**config.mk**
```make
export PLATFORM = sky130hd
export DESIGN_NAME = das_device_flat
export DESIGN_NICKNAME = d
export VERILOG_FILES = /design/src/logic/das_pkg.sv /design/src/logic/das_link_if.sv /design/src/logic/das_device.sv /design/src/flat_wrapper.sv
export SDC_FILE = /design/constraint.sdc
export NUM_CORES = 1
export LEC_CHECK = 0
export ABC_CLOCK_PERIOD_IN_PS = 4350
export BUFFER_PORTS_ARGS = -buffer_cell sky130_fd_sc_hd__buf_2
export CAP_MARGIN = 20
export CORE_AREA = 2 2 67 69
export CTS_BUF_LIST = sky130_fd_sc_hd__clkbuf_4 sky130_fd_sc_hd__clkbuf_8
export DETAILED_ROUTE_END_ITERATION = 12
export DIE_AREA = 0 0 69 71
export PLACE_DENSITY = 0.95
export SYNTH_ARGS = -nofsm -noshare
export SYNTH_HDL_FRONTEND = slang
export SYNTH_SLANG_ARGS = --single-unit
```
**constraint.sdc**
```tcl
create_clock -name mclk -period 4.35 [get_ports mclk]
set_input_delay 0 -clock mclk [delete_from_list [all_inputs] [get_ports mclk]]
set_output_delay 0 -clock mclk [all_outputs]
set_load 0.005 [all_outputs]
```
**src/logic/das_pkg.sv**
```systemverilog
// shared constants and types for the device address select block
package das_pkg;
  localparam int ID_W          = 64;
  localparam int SADDR_W       = 8;
  localparam int FAMILY_LSB    = 0;
  localparam int FAMILY_W      = 8;
  localparam int SERIAL_LSB    = 8;
  localparam int SERIAL_W      = 48;
  localparam int CRC_LSB       = 56;
  localparam int CRC_W         = 8;
  localparam logic [7:0] CRC_POLY_REFL = 8'h8c;
  localparam logic [7:0] CRC_SEED      = 8'h00;
  localparam logic [7:0] SADDR_RST     = 8'h00;
  localparam int NIB_LSB       = 0;
  localparam int GPIO_HI_LSB   = 4;
  localparam int KEEP_LSB      = 6;
  localparam logic [3:0] RES_CODE_GND   = 4'h0;
  localparam logic [3:0] RES_CODE_FLOAT = 4'hf;
  localparam int RES_DETECT_US  = 10;
  localparam int CLK_MHZ        = 100;
  localparam int RES_DETECT_CYC = RES_DETECT_US * CLK_MHZ;
  localparam int ID_CNT_W       = 6;

  typedef enum logic [1:0] {
    DAS_SRC_STORED = 2'b00,
    DAS_SRC_PINS   = 2'b01,
    DAS_SRC_RES    = 2'b10,
    DAS_SRC_BOTH   = 2'b11
  } das_src_t;

  typedef enum logic [1:0] {
    DAS_IDLE = 2'b00,
    DAS_SEND = 2'b01,
    DAS_WAIT = 2'b10
  } das_state_t;
endpackage : das_pkg
```
**src/logic/das_link_if.sv**
```systemverilog
// link between the address select device end and its host controller
`timescale 1ns/1ns
interface das_link_if;
  import das_pkg::*;
  logic             idBitValid;
  logic             idBit;
  logic             idLast;
  logic             idReq;
  logic             saddrWrite;
  logic [7:0]       saddrWdata;
  logic             srcWrite;
  das_src_t         srcWdata;
  logic             shutdown;
  logic [7:0]       saddr;
  logic             decodeBusy;
  modport dev  (input idReq, saddrWrite, saddrWdata, srcWrite, srcWdata, shutdown,
                output idBitValid, idBit, idLast, saddr, decodeBusy);
  modport host (output idReq, saddrWrite, saddrWdata, srcWrite, srcWdata, shutdown,
                input idBitValid, idBit, idLast, saddr, decodeBusy);
endinterface : das_link_if

```
**src/logic/das_device.sv**
```systemverilog
// device end: fixed identifier, serial readout and short address select
`timescale 1ns/1ns
// Contract
// - identifier fixed at build, never writable
// - identifier sent bit 0 first to 63
// - bits 7:0 hold family code
// - 48-bit serial then checksum over 56 bits
// - short address writable only in source 00b
// - leaving 00b decodes straps onto short address
// - host saves short address to nonvolatile memory
// - restored short address loaded at power-up
// - pin mode: bits 3:0 from pins 3:0
// - pin mode entered from 00b, pins latched
// - host makes pins inputs before strap modes
// - output-configured pin latches as zero
// - resistor mode: bits 3:0 resistor code
// - short address eight bits wide
// - resistor mode: shutdown, idle for detect time
// - combined: resistor 3:0, pins 1:0 at 5:4
// - grounded gives 0000b, floating gives 1111b
// - checksum reflected 0x31, seed 00h, lsb first
module das_device import das_pkg::*; #(
  parameter logic [7:0]  FAMILY_CODE  = 8'h5a,         // arbitrary value
  parameter logic [47:0] SERIAL_NUM   = 48'h0123_4567_89ab, // arbitrary value
  parameter int          DETECT_CYC   = RES_DETECT_CYC
) (
  input  wire logic       mclk,
  input  wire logic       arst_n,
  input  wire logic       clkEn,
  input  wire logic [7:0] nvSaddr,
  input  wire logic       nvValid,
  input  wire logic [3:0] gpPinIn,
  input  wire logic [3:0] gpPinIsOut,
  input  wire logic       resGrounded,
  input  wire logic       resFloating,
  input  wire logic [3:0] resistorCodeBit,
  das_link_if.dev         link
);
  // refuse settings the counters cannot serve
  if (DETECT_CYC < 1) begin : g_bad_detect
    $error("DETECT_CYC must be at least one");
  end
  if (ID_CNT_W < $clog2(ID_W)) begin : g_bad_idcnt
    $error("identifier bit counter too narrow");
  end

  // reflected checksum, lsb first, no final inversion
  function automatic logic [7:0] crc8(input logic [55:0] data);
    logic [7:0] c;
    c = CRC_SEED;
    for (int i = 0; i < 56; i++) begin
      if (c[0] ^ data[i]) c = (c >> 1) ^ CRC_POLY_REFL;
      else c = c >> 1;
    end
    return c;
  endfunction : crc8

  // constant identifier: no write path exists at all
  localparam logic [55:0] ID_LOW = {SERIAL_NUM, FAMILY_CODE};
  localparam logic [63:0] ID_VAL = {crc8(ID_LOW), ID_LOW};
  // detect counter sized from the parameter, not the package default
  localparam int               DET_W    = $clog2(DETECT_CYC + 1);
  localparam logic [DET_W-1:0] DET_LOAD = DET_W'(DETECT_CYC);
  localparam logic [DET_W-1:0] DET_ONE  = DET_W'(1);

  das_state_t         state_q;
  logic [ID_CNT_W-1:0] bitIdx_q;
  logic               idBitValid_q;
  logic               idBit_q;
  logic               idLast_q;
  logic [7:0]         saddr_q;
  das_src_t           src_q;
  logic [3:0]         pinLatch_q;
  logic               pinsPend_q;
  logic               resPend_q;
  logic [DET_W-1:0]   detCnt_q;
  logic               decodeBusy_q;
  logic               nvDone_q;
  logic [3:0]         pinMasked;
  logic [3:0]         resCode;
  logic               detDone;

  // a pin driven as output reads as zero, never its own drive level
  for (genvar b = 0; b < 4; b++) begin : g_pin_mask
    assign pinMasked[b] = gpPinIn[b] & ~gpPinIsOut[b];
  end

  // last detect cycle still shut down: the only moment the code is taken
  assign detDone = decodeBusy_q && link.shutdown && (detCnt_q == DET_ONE);
  always_comb begin
    if (resGrounded) resCode = RES_CODE_GND;
    else if (resFloating) resCode = RES_CODE_FLOAT;
    else resCode = resistorCodeBit;
  end

  // identifier serialiser
  // one request gives one readout; idReq must drop before the next
  always_ff @(posedge mclk or negedge arst_n) begin
    if (!arst_n) begin
      state_q      <= DAS_IDLE;
      bitIdx_q     <= '0;
      idBitValid_q <= 1'b0;
      idBit_q      <= 1'b0;
      idLast_q     <= 1'b0;
    end else if (clkEn) begin
      idBitValid_q <= 1'b0;
      idLast_q     <= 1'b0;
      unique case (state_q)
        DAS_IDLE: begin
          if (link.idReq) begin
            state_q  <= DAS_SEND;
            bitIdx_q <= '0;
          end
        end
        DAS_SEND: begin
          idBitValid_q <= 1'b1;
          idBit_q      <= ID_VAL[bitIdx_q];
          idLast_q     <= (bitIdx_q == ID_CNT_W'(ID_W-1));
          bitIdx_q     <= bitIdx_q + 1'b1;
          if (bitIdx_q == ID_CNT_W'(ID_W-1)) state_q <= DAS_WAIT;
        end
        DAS_WAIT: begin
          if (!link.idReq) state_q <= DAS_IDLE;
        end
        default: state_q <= DAS_IDLE;
      endcase
    end
  end

  // source select and strap latching
  always_ff @(posedge mclk or negedge arst_n) begin
    if (!arst_n) begin
      src_q      <= DAS_SRC_STORED;
      pinLatch_q <= '0;
      pinsPend_q <= 1'b0;
      resPend_q  <= 1'b0;
    end else if (clkEn) begin
      pinsPend_q <= 1'b0;
      // refused mid-decode, so a running decode is never cut short
      if (link.srcWrite && !decodeBusy_q) begin
        // a new strap mode is accepted only from the stored mode
        if (src_q == DAS_SRC_STORED || link.srcWdata == DAS_SRC_STORED) begin
          src_q <= link.srcWdata;
          // back to stored mode drops a decode still waiting for shutdown
          if (link.srcWdata == DAS_SRC_STORED) resPend_q <= 1'b0;
          if (src_q == DAS_SRC_STORED && link.srcWdata != DAS_SRC_STORED) begin
            pinLatch_q <= pinMasked;
            pinsPend_q <= (link.srcWdata == DAS_SRC_PINS);
            resPend_q  <= (link.srcWdata != DAS_SRC_PINS);
          end
        end
      end
      if (detDone) resPend_q <= 1'b0;
    end
  end

  // resistor detect timer, runs only while shut down and idle
  always_ff @(posedge mclk or negedge arst_n) begin
    if (!arst_n) begin
      detCnt_q     <= '0;
      decodeBusy_q <= 1'b0;
    end else if (clkEn) begin
      if (resPend_q && !decodeBusy_q && link.shutdown) begin
        decodeBusy_q <= 1'b1;
        detCnt_q     <= DET_LOAD;
      end else if (decodeBusy_q) begin
        if (!link.shutdown) begin
          detCnt_q <= DET_LOAD; // restart on early wake
        end else if (detCnt_q == DET_ONE) begin
          decodeBusy_q <= 1'b0;
          detCnt_q     <= '0;
        end else begin
          detCnt_q <= detCnt_q - 1'b1;
        end
      end
    end
  end

  // short address register
  always_ff @(posedge mclk or negedge arst_n) begin
    if (!arst_n) begin
      saddr_q  <= SADDR_RST;
      nvDone_q <= 1'b0;
    end else if (clkEn) begin
      // restore wins once, so no early host write can beat it
      if (!nvDone_q && nvValid) begin
        saddr_q  <= nvSaddr;
        nvDone_q <= 1'b1;
      end else if (link.saddrWrite && src_q == DAS_SRC_STORED) begin
        saddr_q <= link.saddrWdata;
      end else if (pinsPend_q) begin
        // only the strap nibble is overlaid; stored upper bits stay
        saddr_q[3:0] <= pinLatch_q;
      end else if (detDone) begin
        saddr_q[3:0] <= resCode;
        if (src_q == DAS_SRC_BOTH) saddr_q[5:4] <= pinLatch_q[1:0];
      end
    end
  end

  // every link output straight from a flop
  assign link.idBitValid = idBitValid_q;
  assign link.idBit      = idBit_q;
  assign link.idLast     = idLast_q;
  assign link.saddr      = saddr_q;
  assign link.decodeBusy = decodeBusy_q;
endmodule : das_device

```
**src/flat_wrapper.sv**
```systemverilog
// flat-port wrapper written by rule: the top's interface ports become plain ports
module das_device_flat import das_pkg::*;
#(
  parameter logic [7:0]  FAMILY_CODE  = 8'h5a,                           
  parameter logic [47:0] SERIAL_NUM   = 48'h0123_4567_89ab,                   
  parameter int          DETECT_CYC   = RES_DETECT_CYC
)
  (mclk, arst_n, clkEn, nvSaddr, nvValid, gpPinIn, gpPinIsOut, resGrounded, resFloating, resistorCodeBit, link_idReq, link_saddrWrite, link_saddrWdata, link_srcWrite, link_srcWdata, link_shutdown, link_idBitValid, link_idBit, link_idLast, link_saddr, link_decodeBusy);
  das_link_if link_i ();
  input  wire logic mclk;
  input  wire logic arst_n;
  input  wire logic clkEn;
  input  wire logic [7:0] nvSaddr;
  input  wire logic nvValid;
  input  wire logic [3:0] gpPinIn;
  input  wire logic [3:0] gpPinIsOut;
  input  wire logic resGrounded;
  input  wire logic resFloating;
  input  wire logic [3:0] resistorCodeBit;
  input wire logic [$bits(link_i.idReq)-1:0] link_idReq;
  input wire logic [$bits(link_i.saddrWrite)-1:0] link_saddrWrite;
  input wire logic [$bits(link_i.saddrWdata)-1:0] link_saddrWdata;
  input wire logic [$bits(link_i.srcWrite)-1:0] link_srcWrite;
  input wire logic [$bits(link_i.srcWdata)-1:0] link_srcWdata;
  input wire logic [$bits(link_i.shutdown)-1:0] link_shutdown;
  output wire logic [$bits(link_i.idBitValid)-1:0] link_idBitValid;
  output wire logic [$bits(link_i.idBit)-1:0] link_idBit;
  output wire logic [$bits(link_i.idLast)-1:0] link_idLast;
  output wire logic [$bits(link_i.saddr)-1:0] link_saddr;
  output wire logic [$bits(link_i.decodeBusy)-1:0] link_decodeBusy;
  assign link_i.idReq = link_idReq;
  assign link_i.saddrWrite = link_saddrWrite;
  assign link_i.saddrWdata = link_saddrWdata;
  assign link_i.srcWrite = link_srcWrite;
  assign link_i.srcWdata = link_srcWdata;
  assign link_i.shutdown = link_shutdown;
  assign link_idBitValid = link_i.idBitValid;
  assign link_idBit = link_i.idBit;
  assign link_idLast = link_i.idLast;
  assign link_saddr = link_i.saddr;
  assign link_decodeBusy = link_i.decodeBusy;
  das_device #(.FAMILY_CODE(FAMILY_CODE), .SERIAL_NUM(SERIAL_NUM), .DETECT_CYC(DETECT_CYC)) u_core (.mclk(mclk), .arst_n(arst_n), .clkEn(clkEn), .nvSaddr(nvSaddr), .nvValid(nvValid), .gpPinIn(gpPinIn), .gpPinIsOut(gpPinIsOut), .resGrounded(resGrounded), .resFloating(resFloating), .resistorCodeBit(resistorCodeBit), .link(link_i));
endmodule
```
======== Word-level counts from Yosys, hierarchy flattened ========
Memories as Yosys holds them, arrays and structs flattened. A register that Yosys moved wholly into a read port is not among the register bits.
Index checks and enable logic that the tools add are counted.
storage, ports and cells
  flip-flop bits (word level) ............. 38
  memory bits (read-only) ................. 64
  bits of input ports ..................... 40
  logic and storage cells ................. 105
  memories ................................ 1
memories
  name             depth  bits a word  rd ports  clocked after memory_dff  write ports  line               text
  (no name shown)  64     1            1         1                         0            das_device.sv:117  idBit_q <= ID_VAL[bitIdx_q];
cells by class
  add/subtract/negate cells ............... 2
  equality and inequality tests ........... 11
  multiplexer cells ....................... 33
  bitwise operators ....................... 8
  reduce and logical (&&, ||, !) cells .... 36
operators by type and width
  operator                                                                  count
  10-bit 2-to-1 mux                                                         4
  6-bit 2-to-1 mux                                                          3
  4-bit AND reduction                                                       4
  1-bit 2-to-1 mux                                                          14
  2-bit 2-to-1 mux                                                          6
  4-bit 2-to-1 mux                                                          3
  6-bit case mux with 2 select lines                                        1
  2-bit nonzero test                                                        6
  10-bit by 1-bit equality test with 1-bit output (second input constant)   1
  2-bit AND reduction                                                       5
  10-bit by 1-bit subtractor with 10-bit output (second input constant)     1
  3-bit nonzero test                                                        3
  1-bit logical AND                                                         8
  8-bit 2-to-1 mux                                                          1
  6-bit by 1-bit adder with 6-bit output (second input constant)            1
  6-bit equality test (second input constant)                               1
  2-bit logical NOT                                                         3
  2-bit case mux with 3 select lines                                        1
  3-bit AND reduction                                                       2
  1-bit AND                                                                 4
  2-bit by 1-bit equality test with 1-bit output (second input constant)    2
  2-bit equality test (second input constant)                               2
  2-bit by 1-bit inequality test with 1-bit output (second input constant)  2
  2-bit inequality test (second input constant)                             2
  other kinds (5)                                                           10

======== Depth between registers and ports, before layout ========
Gate-level depths: netlist of the first run.
  depth after elaboration ................. 6
  depth in mapped cells ................... 6
  depth with buffers taken out ............ 6

======== Least setup slack after synthesis of the first run ========
OpenSTA, ideal clock, no wires.
  kind .................................... register to register
  start point ............................. register u_core.detCnt_q[1]
  end point ............................... register u_core.saddr_q[0] (netlist: u_core.link.saddr[0])
  library setup time ...................... 0.125 ns
  arrival time ............................ 1.879 ns
  required time ........................... 4.225 ns
  slack ................................... 2.346 ns
  stages on the path, launching flop included .. 7
  buffers on the path ..................... 0
  period minus slack after synthesis ...... 2.004 ns
  cells stage by stage .................... dfrtp_1 -> inv_1 -> ha_1 -> or3b_4 -> or2_4 -> o31ai_4 -> mux2_2
on the way
  cells in the longest elaborated chain, start to end .. 4
ends and longest elaborated chain
  item                                             line               text
  from (decl)                                      das_device.sv:76   logic [DET_W-1:0] detCnt_q;
  from (signal assigned)                           das_device.sv:173  detCnt_q <= detCnt_q - 1'b1;
  10-bit by 1-bit equality test with 1-bit output  das_device.sv:89   assign detDone = decodeBusy_q && link.shutdown && (detCnt_q == DET_ONE);
  1-bit logical AND                                das_device.sv:89
  4-bit nonzero test (no source line)              n/a
  2-bit AND reduction (no source line)             n/a
  to (signal assigned)                             das_device.sv:187  saddr_q <= nvSaddr;
  to (signal assigned)                             das_device.sv:190  saddr_q <= link.saddrWdata;
  to (signal assigned)                             das_device.sv:193  saddr_q[3:0] <= pinLatch_q;
  to (decl)                                        das_device.sv:71   logic [7:0] saddr_q;
Every way passes these cells.
A chain may end at the register's enable or synchronous reset.

======== Worst setup path after layout of the first run ========
  start point ............................. register u_core.detCnt_q[1]
  end point ............................... register u_core.saddr_q[2] (netlist: u_core.link.saddr[2])
Same word-level chain as after synthesis.

==> impl_metrics.toml, run 1 <==
[run]
maxCapViolCount = 0

[logic_synthesis]
synth_edf_count = 0
syn-num-nets = 290
yosys_warnings = 0
ys_ff_latch = 39
synth_most_common_cell = "dfrtp_1"
ys.flop_type = "dfrtp_1"
postSynth.asyncResetShare = 1.00
synthCells = 243
synthTopCellsByArea = "dfrtp_1 (41%), mux2_2 (5.2%), mux2i_1 (5.0%)"
yosys-top-cells-count = "dfrtp_1 (39), nor2_1 (22), nand2_1 (18), a21oi_1 (13), mux2i_1 (12)"
synth_top_cell_by_area = "dfrtp_1"
yosysSeqAreaShare = 0.409
ys_types = 54
synth_top_cell_area_share = 0.409
avgSynthCellArea_um2 = 9.81
syn-cell-area_mm2 = 0.00238

[global_routing]
grt_max_degree = 40
grt_pass1_vias = 2043
overflow = 0
antenna_found_initial = 0
grt_use_total = 0.236
grt_pass1_wl_um = 9250

[sta]
tns_ps = 0
setup_violations = 0
finalCritPeriodShare = 0.488
drv_slew = 0
tightest_slew_ps = 852
clock-skew-final_ps = 9.32
hold_viol_final = 0
post-route-min-period_ps = 2120
max_slew_margin = 0.432
rsz0062_at_grt = "false"
fmax_mhz = 471

[clock_network]
cts_root_buf = "clkbuf_8"
cts-buffers-inserted = 5
post_cts_resized = 0
post-cts-setup-buffers = 0
clk_latency_ps = 300
cts_num_sinks = 39
clkSlewWorstSetupHoldPaths_ps = 90
clockBufferDepth = 2
htreeDepth = 2
cts_tree = "built"

[critical_path]
cp.arrival_ps = 2310
reg2reg_depth = 6
cp_num_cells = 6
slowest_stage = "or3b_4"
cp_max_fo = 4
endpoint_kind = "flop"
cpPeakStageDelay_ps = 420
reg2reg_setup_slack_ps = 2230
cp.required_ps = 4530
endpoint = "u_core.link.saddr[2]$_DFFE_PN0P_"
crit_chain = "inv_1 -> ha_1 -> or3b_4 -> or2_4 -> o31ai_4 -> mux2_2"
cp-startpoint = "u_core.detCnt_q[1]$_DFFE_PN0P_"
cp-start-kind = "flop"
reg2reg_from = "u_core.detCnt_q[1]$_DFFE_PN0P_"
cp_top_family = "simple AND/OR/NAND/NOR gates"
worst-path-buf-inv = 1
r2r_end = "u_core.link.saddr[2]$_DFFE_PN0P_"
critPathKind = "reg2reg"

[placement]
port_buffers = 51
post-dp-hpwl_um = 3970
gp_congestion = 0.915
place_inst = 336

[finish]
fillers = 323
fin_nets = 343
multi_input_area_mm2 = 0.00132
final_cells = 349
fin_util = 0.664
syn_to_final_growth_pct = 17.1
antennaDiodeCount = 0
seq_area_um2 = 976
layout-drive-gt1-share = 0.296

[routing]
wl_met2_um = 2840
ant_nets = 0
drtIter0Drc = 136
drtPass1Iterations = 4
top_layer_used = "met4"
wl_met3_um = 278
wl_met1_um = 2270
routedWlPerCell_um = 15.9
drc = 0
wl_um = 5570
vias = 2100
vias_per_cell = 6.02

[floorplan]
die_h_um = 71
rows = 24
dieArea_mm2 = 0.00490
io-pin-count = 52
core_mm2 = 0.00420
chipWidth_um = 69
initial_utilization = 0.567

[hold_path]
min_path_type = "in2reg"

[outcome]
status = "finished clean"

[power]
peakVddDrop_mv = 0.226
power.density_mw_per_mm2 = 498
p_leak_nw = 1.25
==> flip-flops by register name, indices dropped and copies added (netlist names), 2 cells and up <==
| name | flops |
|---|---|
| u_core.state_q | 2 |
| u_core.detCnt_q | 10 |
| u_core.bitIdx_q | 6 |
| u_core.link.saddr | 8 |
| u_core.pinLatch_q | 4 |
| u_core.src_q | 2 |
==> through the flow <==
| step | instance area [um2] | power, W | hold slack [ps] | setup WS [ps] |
|---|---|---|---|---|
| floorplan | 2380 | 0.000969 | -296 | 2350 |
| global placement | 2650 | 0.00110 | 138 | 2300 |
| detailed placement | 2650 | 0.00113 | 157 | 2260 |
| CTS | 2790 | 0.00139 | 2.88 | 2240 |
| global route | 2790 | 0.00149 | 20.0 | 2170 |
| finish | 2790 | 0.00139 | 4.17 | 2230 |
==> metal layers <==
| layer | up-vias | GRT usage |
|---|---|---|
| li1 | 985 | - |
| met1 | 1017 | 0.296 |
| met2 | 77 | 0.391 |
| met3 | 21 | 0.0598 |
| met4 | 0 | 0.100 |
| met5 | - | 0 |
==> worst min-delay path by stage <==
stage,slack (ps),endpoint,startpoint,depth (start not counted)
2_1_floorplan,-300,u_core.bitIdx_q[0]$_DFFE_PN0P_,arst_n,0
3_3_place_gp,140,u_core.nvDone_q$_DFFE_PN0P_,arst_n,1
3_5_place_dp,160,u_core.link.idBitValid$_DFFE_PN0P_,arst_n,1
4_1_cts,3,u_core.link.saddr[7]$_DFFE_PN0P_,link_saddrWdata[7],3
5_1_grt,20,u_core.link.saddr[6]$_DFFE_PN0P_,link_saddrWdata[6],3
6_report,4,u_core.link.saddr[7]$_DFFE_PN0P_,link_saddrWdata[7],3
==> layout make-up <==
type	count	share of cell area
flip-flops and latches	39	0.350
repair buffers	56	0.109
clock inverters	3	0.00717
multi-input cells	183	0.471
inverters	11	0.0148
well taps	52	0.0233
clock buffers	5	0.0247
==> cells in the final DEF, fill, tap and decap left out, types with 3 or more instances in the layout <==
| cell | Yosys | layout |
|---|---|---|
| mux2i_1 | 12 | 12 |
| ha_1 | 7 | 7 |
| o22ai_1 | 4 | 4 |
| mux2_2 | 11 | 11 |
| inv_1 | 11 | 11 |
| o31ai_1 | 4 | 4 |
| o22a_1 | 3 | 3 |
| o21ai_0 | 9 | 9 |
| a22oi_1 | 4 | 4 |
| nor4_1 | 4 | 4 |
| or2_2 | 8 | 8 |
| xnor2_1 | 3 | 3 |
| a21oi_1 | 13 | 13 |
| a31oi_1 | 3 | 3 |
| a22o_1 | 3 | 3 |
| clkbuf_8 | 0 | 5 |
| nor2_1 | 22 | 22 |
| buf_2 | 2 | 51 |
| dfrtp_1 | 39 | 39 |
| nand3_1 | 4 | 4 |
| nand2b_1 | 4 | 4 |
| dlygate4sd3_1 | 0 | 5 |
| nor2b_1 | 7 | 7 |
| nand2_1 | 18 | 18 |
| o21bai_1 | 3 | 3 |
==> worst min-delay path: stages <==
cell     delay, ps
buf_2           80
o22ai_1         50
a21oi_1        130
==> logic make-up after synthesis <==
logic type | count (synthesis) | share of synthesized area
and+or+nand+nor | 84 | 0.195
DFF | 39 | 0.409
AOI/OAI and AO/OA | 63 | 0.193
muxes | 25 | 0.112
xor gates and xnor gates | 4 | 0.0147
buffers and inverters | 21 | 0.0388
adders and majority gates | 7 | 0.0367
==> report_power, final <==
group | leakage (nW) | internal, W | switching (W)
Combinational | 0.758 | 0.000264 | 0.000252
Clock | 0.0402 | 0.000112 | 0.000138
Sequential | 0.453 | 0.000481 | 0.000143
==> what timing repair did <==
action,CTS,global route
setup endpoints to repair,0,0
hold buffers,5,0
endpoints found under the hold margin,43,0
(Power assumes the default switching activity.)
==> run 2, diff against run 1 <==
--- a/config.mk
+++ b/config.mk
@@ -5,14 +5,14 @@
 export SDC_FILE = /design/constraint.sdc
 export NUM_CORES = 1
 export LEC_CHECK = 0
-export ABC_CLOCK_PERIOD_IN_PS = 4350
+export ABC_CLOCK_PERIOD_IN_PS = 1800
 export BUFFER_PORTS_ARGS = -buffer_cell sky130_fd_sc_hd__buf_2
 export CAP_MARGIN = 20
-export CORE_AREA = 2 2 67 69
+export CORE_AREA = 2 2 72 74
 export CTS_BUF_LIST = sky130_fd_sc_hd__clkbuf_4 sky130_fd_sc_hd__clkbuf_8
 export DETAILED_ROUTE_END_ITERATION = 12
-export DIE_AREA = 0 0 69 71
-export PLACE_DENSITY = 0.95
+export DIE_AREA = 0 0 74 76
+export PLACE_DENSITY = 0.88
 export SYNTH_ARGS = -nofsm -noshare
 export SYNTH_HDL_FRONTEND = slang
 export SYNTH_SLANG_ARGS = --single-unit
==> constraint.sdc (replaced) <==
create_clock -name mclk -period 1.8 [get_ports mclk]
set_input_delay 0 -clock mclk [delete_from_list [all_inputs] [get_ports mclk]]
set_output_delay 0 -clock mclk [all_outputs]
set_load 0.005 [all_outputs]
==> run 2 against run 1 <==
- flip-flop and latch count stayed put
- final area is 12% higher
- critical path depth is 1 higher
- the flow now finishes with violations (negative setup slack)
==> impl_metrics.toml, run 2 (synthesis results as in run 1) <==
[outcome]
status = "finished with violations"
violations = "negative setup slack"

[sta]
clock-skew-final_ps = 5.42
drv_slew = 0
fmax_mhz = 492
post-route-min-period_ps = 2030
max_slew_margin = 0.407
hold_viol_final = 0
tightest_slew_ps = 890
rsz0062_at_grt = "true"
finalCritPeriodShare = 1.13
setup_violations = 16
fin_ws_ps = -231

[hold_path]
min_path_type = "in2reg"

[floorplan]
io-pin-count = 52
initial_utilization = 0.485
dieArea_mm2 = 0.00562
core_mm2 = 0.00491
chipWidth_um = 74
die_h_um = 76
rows = 26

[finish]
largest_register_ffs = 10
regMostFlops = "u_core.detCnt_q"
final_cell_mix = "buf_2 (51), dfrtp_1 (37), buf_4 (21)"
layout-drive-gt1-share = 0.394
antennaDiodeCount = 0
finalInstanceArea_mm2 = 0.00313
final_cells = 392
syn_to_final_growth_pct = 31.3
fin_nets = 368
layout.cells.most_common = "buf_2"
fin_util = 0.637

[routing]
wl_um = 6220
ant_nets = 0
drc = 0
vias = 2176
routedWlPerCell_um = 15.9
vias_per_cell = 5.55
drtPass1Iterations = 4
drtIter0Drc = 115

[clock_network]
cts_root_buf = "clkbuf_8"
cts_tree = "built"
clockBufferDepth = 2
cts-buffers-inserted = 5
clkSlewWorstSetupHoldPaths_ps = 80
clk_latency_ps = 310
htreeDepth = 2
cts_num_sinks = 39

[critical_path]
cp_top_family = "simple AND/OR/NAND/NOR gates"
crit_chain = "inv_2 -> ha_4 -> or3b_4 -> or2_4 -> o31ai_4 -> buf_6 -> mux2_4"
worst-path-buf-inv = 2
critPathKind = "reg2reg"
cp_max_fo = 4
slowest_stage = "dfrtp_1"
endpoint_kind = "flop"
cpPeakStageDelay_ps = 400
cp.required_ps = 1990
cp-start-kind = "flop"
cp.arrival_ps = 2220

[placement]
gp_congestion = 0.861
place_inst = 374
port_buffers = 51
post-dp-hpwl_um = 4240
place_area_mm2 = 0.00283
place_ws_ps = -191

[run]
maxCapViolCount = 0

[power]
power_w = 0.00366
power.density_mw_per_mm2 = 1170
p_leak_nw = 1.42
peakVddDrop_mv = 0.647

[global_routing]
grt_use_total = 0.226
met1_usage = 0.285
top_usage_layer = "met2"
grt_pass1_vias = 2144
grt_util_met2 = 0.368
grt_pass1_wl_um = 9950
use_met3 = 0.0556
grt_max_degree = 40
overflow = 0
antenna_found_initial = 0
==> run 2: cell type report <==
class,count,area (um2)
Multi-Input combinational cell,183,1430
Clock inverter,3,20.0
Timing Repair Buffer,81,507
Tap cell,70,87.6
Fill cell,357,1780
Inverter,11,41.3
Sequential cell,39,978
Clock buffer,5,68.8
==> run 2: tightest hold or removal path, cell delays in order <==
cell and delay, ps:
buf_2 80, o22ai_1 60, a21oi_1 130
==> run 2: timing repair <==
action	4_1_cts	5_1_grt
endpoints found under the setup margin	14	19
setup buffers	3	2
endpoints found under the hold margin	43	0
cloned	0	0
pin swaps	7	7
hold buffers	6	0
gates resized for setup	13	18
==> run 2: routing by layer <==
layer  part of all wire  routed length (um)
met5                  0                   0
met4              0.023                 143
met3              0.036                 225
met2               0.52                3220
met1               0.42                2630
==> run 2: path summary, 6_finish.rpt <==
path / from / endpoint / slack [ps] / cells past startpoint
min reg2reg: u_core.nvDone_q$_DFFE_PN0P_ / u_core.nvDone_q$_DFFE_PN0P_ / 500 / 1
min in group asynchronous: arst_n / u_core.detCnt_q[7]$_DFFE_PN0P_ / 360 / 2
max: u_core.detCnt_q[1]$_DFFE_PN0P_ / u_core.link.saddr[3]$_DFFE_PN0P_ / -230 / 7
max in group asynchronous: arst_n / u_core.bitIdx_q[1]$_DFFE_PN0P_ / 840 / 2
min: link_saddrWdata[7] / u_core.link.saddr[7]$_DFFE_PN0P_ / 1 / 3
max reg2reg: u_core.detCnt_q[1]$_DFFE_PN0P_ / u_core.link.saddr[3]$_DFFE_PN0P_ / -230 / 7
==> run 2: through the flow <==
| stage | setup TNS (ps) | hold WS [ps] |
|---|---|---|
| after floorplan | -635 | -296 |
| after global placement | -806 | 153 |
| after detailed placement | -1550 | 169 |
| after CTS | -1420 | 0.0248 |
| after global routing | -2730 | 9.58 |
| final | -1770 | 1.21 |
==> run 2: where the power goes <==
group	switching, W	internal [W]	total [W]
Clock	0.000336	0.000270	0.000606
Sequential	0.000321	0.00117	0.00149
Combinational	0.000723	0.000843	0.00157
Total	0.00138	0.00228	0.00366
==> run 3, diff against run 2 <==
--- a/config.mk
+++ b/config.mk
@@ -12,6 +12,7 @@
 export CTS_BUF_LIST = sky130_fd_sc_hd__clkbuf_4 sky130_fd_sc_hd__clkbuf_8
 export DETAILED_ROUTE_END_ITERATION = 12
 export DIE_AREA = 0 0 74 76
+export GPL_TIMING_DRIVEN = 0
 export PLACE_DENSITY = 0.88
 export SYNTH_ARGS = -nofsm -noshare
 export SYNTH_HDL_FRONTEND = slang
==> run 3 against run 2 <==
- the run still ends with negative setup slack left
- first-iteration DRC count is 11% higher
- setup slack better by 32 ps
- register-to-register slack better by 30 ps
- sequential power hardly changed
- die area stayed put
- critical path depth is 1 lower
- non-clock buffer count is 1 higher
- global-route usage is 1.2 points lower
- highest routed layer unchanged
==> impl_metrics.toml, run 3 (synthesis results as in run 1) <==
[power]
peakVddDrop_mv = 0.607
power.density_mw_per_mm2 = 1160
p_leak_nw = 1.41
power_w = 0.00361

[global_routing]
grt_pass1_wl_um = 9490
grt_pass1_vias = 2089
antenna_found_initial = 0
grt_max_degree = 40
grt_use_total = 0.214
overflow = 0

[placement]
port_buffers = 51
gp_congestion = 0.881
post-dp-hpwl_um = 4130
place_area_mm2 = 0.00273

[floorplan]
core_mm2 = 0.00491
io-pin-count = 52
rows = 26
initial_utilization = 0.485
chipWidth_um = 74
dieArea_mm2 = 0.00562
die_h_um = 76

[routing]
wl_um = 6100
ant_nets = 0
vias = 2211
drc = 0
routedWlPerCell_um = 15.5
drtIter0Drc = 128
drtPass1Iterations = 5
vias_per_cell = 5.61

[critical_path]
endpoint_kind = "flop"
endpoint = "u_core.link.saddr[0]$_DFFE_PN0P_"
cp-start-kind = "flop"
cp.arrival_ps = 2180
critPathKind = "reg2reg"
cp-startpoint = "u_core.detCnt_q[1]$_DFFE_PN0P_"
cp.required_ps = 1990
r2r_end = "u_core.link.saddr[0]$_DFFE_PN0P_"
reg2reg_setup_slack_ps = -200
reg2reg_from = "u_core.detCnt_q[1]$_DFFE_PN0P_"
cp_max_fo = 4
reg2reg_depth = 6

[sta]
clock-skew-final_ps = 10.9
post-route-min-period_ps = 2000
fin_ws_ps = -198
tightest_slew_ps = 885
whs_ps = 30.6
setup_violations = 17
rsz0062_at_grt = "true"
fmax_mhz = 500
drv_slew = 0
max_slew_margin = 0.410
finalCritPeriodShare = 1.11
hold_viol_final = 0
tns_ps = -1770

[finish]
fin_nets = 370
antennaDiodeCount = 0
layout-drive-gt1-share = 0.386
largest_register_ffs = 10
syn_to_final_growth_pct = 30.7
regMostFlops = "u_core.detCnt_q"
final_cell_mix = "buf_2 (53), dfrtp_1 (36), nor2_1 (21)"
finalInstanceArea_mm2 = 0.00312
layout.cells.most_common = "buf_2"

[clock_network]
clk_latency_ps = 300
htreeDepth = 2
clkSlewWorstSetupHoldPaths_ps = 80
cts_num_sinks = 39
cts_root_buf = "clkbuf_8"
cts-buffers-inserted = 5
clockBufferDepth = 2
cts_tree = "built"

[outcome]
violations = "negative setup slack"
status = "finished with violations"

[hold_path]
min_path_type = "in2reg"
hp-start = "nvSaddr[6]"

[run]
maxCapViolCount = 0
## run 3: cell types whose count changed in the layout (fill, tap and decap cells not counted), moves of 2 or more
| cell | previous run | this run |
|---|---|---|
| buf_4 | 21 | 16 |
| clkbuf_1 | 0 | 4 |
| nor3b_2 | 0 | 2 |
| nor3b_1 | 2 | 0 |
| buf_2 | 51 | 53 |
| o31ai_1 | 2 | 4 |
## run 3: worst min-delay path by stage
stage,slack (ps),cells after the start,endpoint
after floorplan,-300,0,u_core.bitIdx_q[0]$_DFFE_PN0P_
after global placement,150,1,u_core.link.idBit$_DFFE_PN0P_
after detailed placement,170,1,u_core.bitIdx_q[1]$_DFFE_PN0P_
after CTS,20,3,u_core.link.saddr[6]$_DFFE_PN0P_
after global routing,40,3,u_core.link.saddr[6]$_DFFE_PN0P_
final,30,3,u_core.link.saddr[6]$_DFFE_PN0P_
## run 3: stage by stage
step | setup slack [ps] | instances | util
floorplan | -159 | 243 | -
global placement | -266 | 364 | 0.555
detailed placement | -287 | 364 | 0.555
CTS | -255 | 388 | 0.613
global route | -270 | 394 | 0.634
finish | -198 | 394 | 0.634
## run 3: worst max-delay path: stages (launching register included)
cell     delay [ps]
dfrtp_1         390
inv_2            80
ha_4            110
or3b_4          370
or2_4           260
o31ai_4         330
mux2_4          340
## run 3: repair_timing
item                                    in CTS  in global routing
hold buffers                                 6                  0
gates cloned                                 1                  0
setup buffers                               11                  6
pin swaps                                    6                  5
gates resized for setup                     15                 14
hold endpoints to repair                    45                  0
endpoints found under the setup margin      14                 20
## run 3: area by class of cell
type,instances,area [um2]
fill,374,1800
multi-input combinational,184,1430
sequential,39,980
timing repair buffer,74,450
tap,70,87.6
clock buffer,5,68.8
inverter,11,41.3
buffer,8,36.3
clock inverter,3,20.0
## run 3: metal layers
metal,track usage,part of all wire,vias up
met5,0,0,-
met4,0.0818,0.025,0
met3,0.0516,0.045,20
met2,0.343,0.51,78
met1,0.277,0.42,1075
li1,-,-,1038
## run 3: power breakdown
group | switching [W] | total [W] | internal, W | leakage (nW)
registers | 0.000299 | 0.00147 | 0.00117 | 0.449
clock network | 0.000324 | 0.000593 | 0.000269 | 0.0402
logic | 0.000738 | 0.00155 | 0.000817 | 0.918
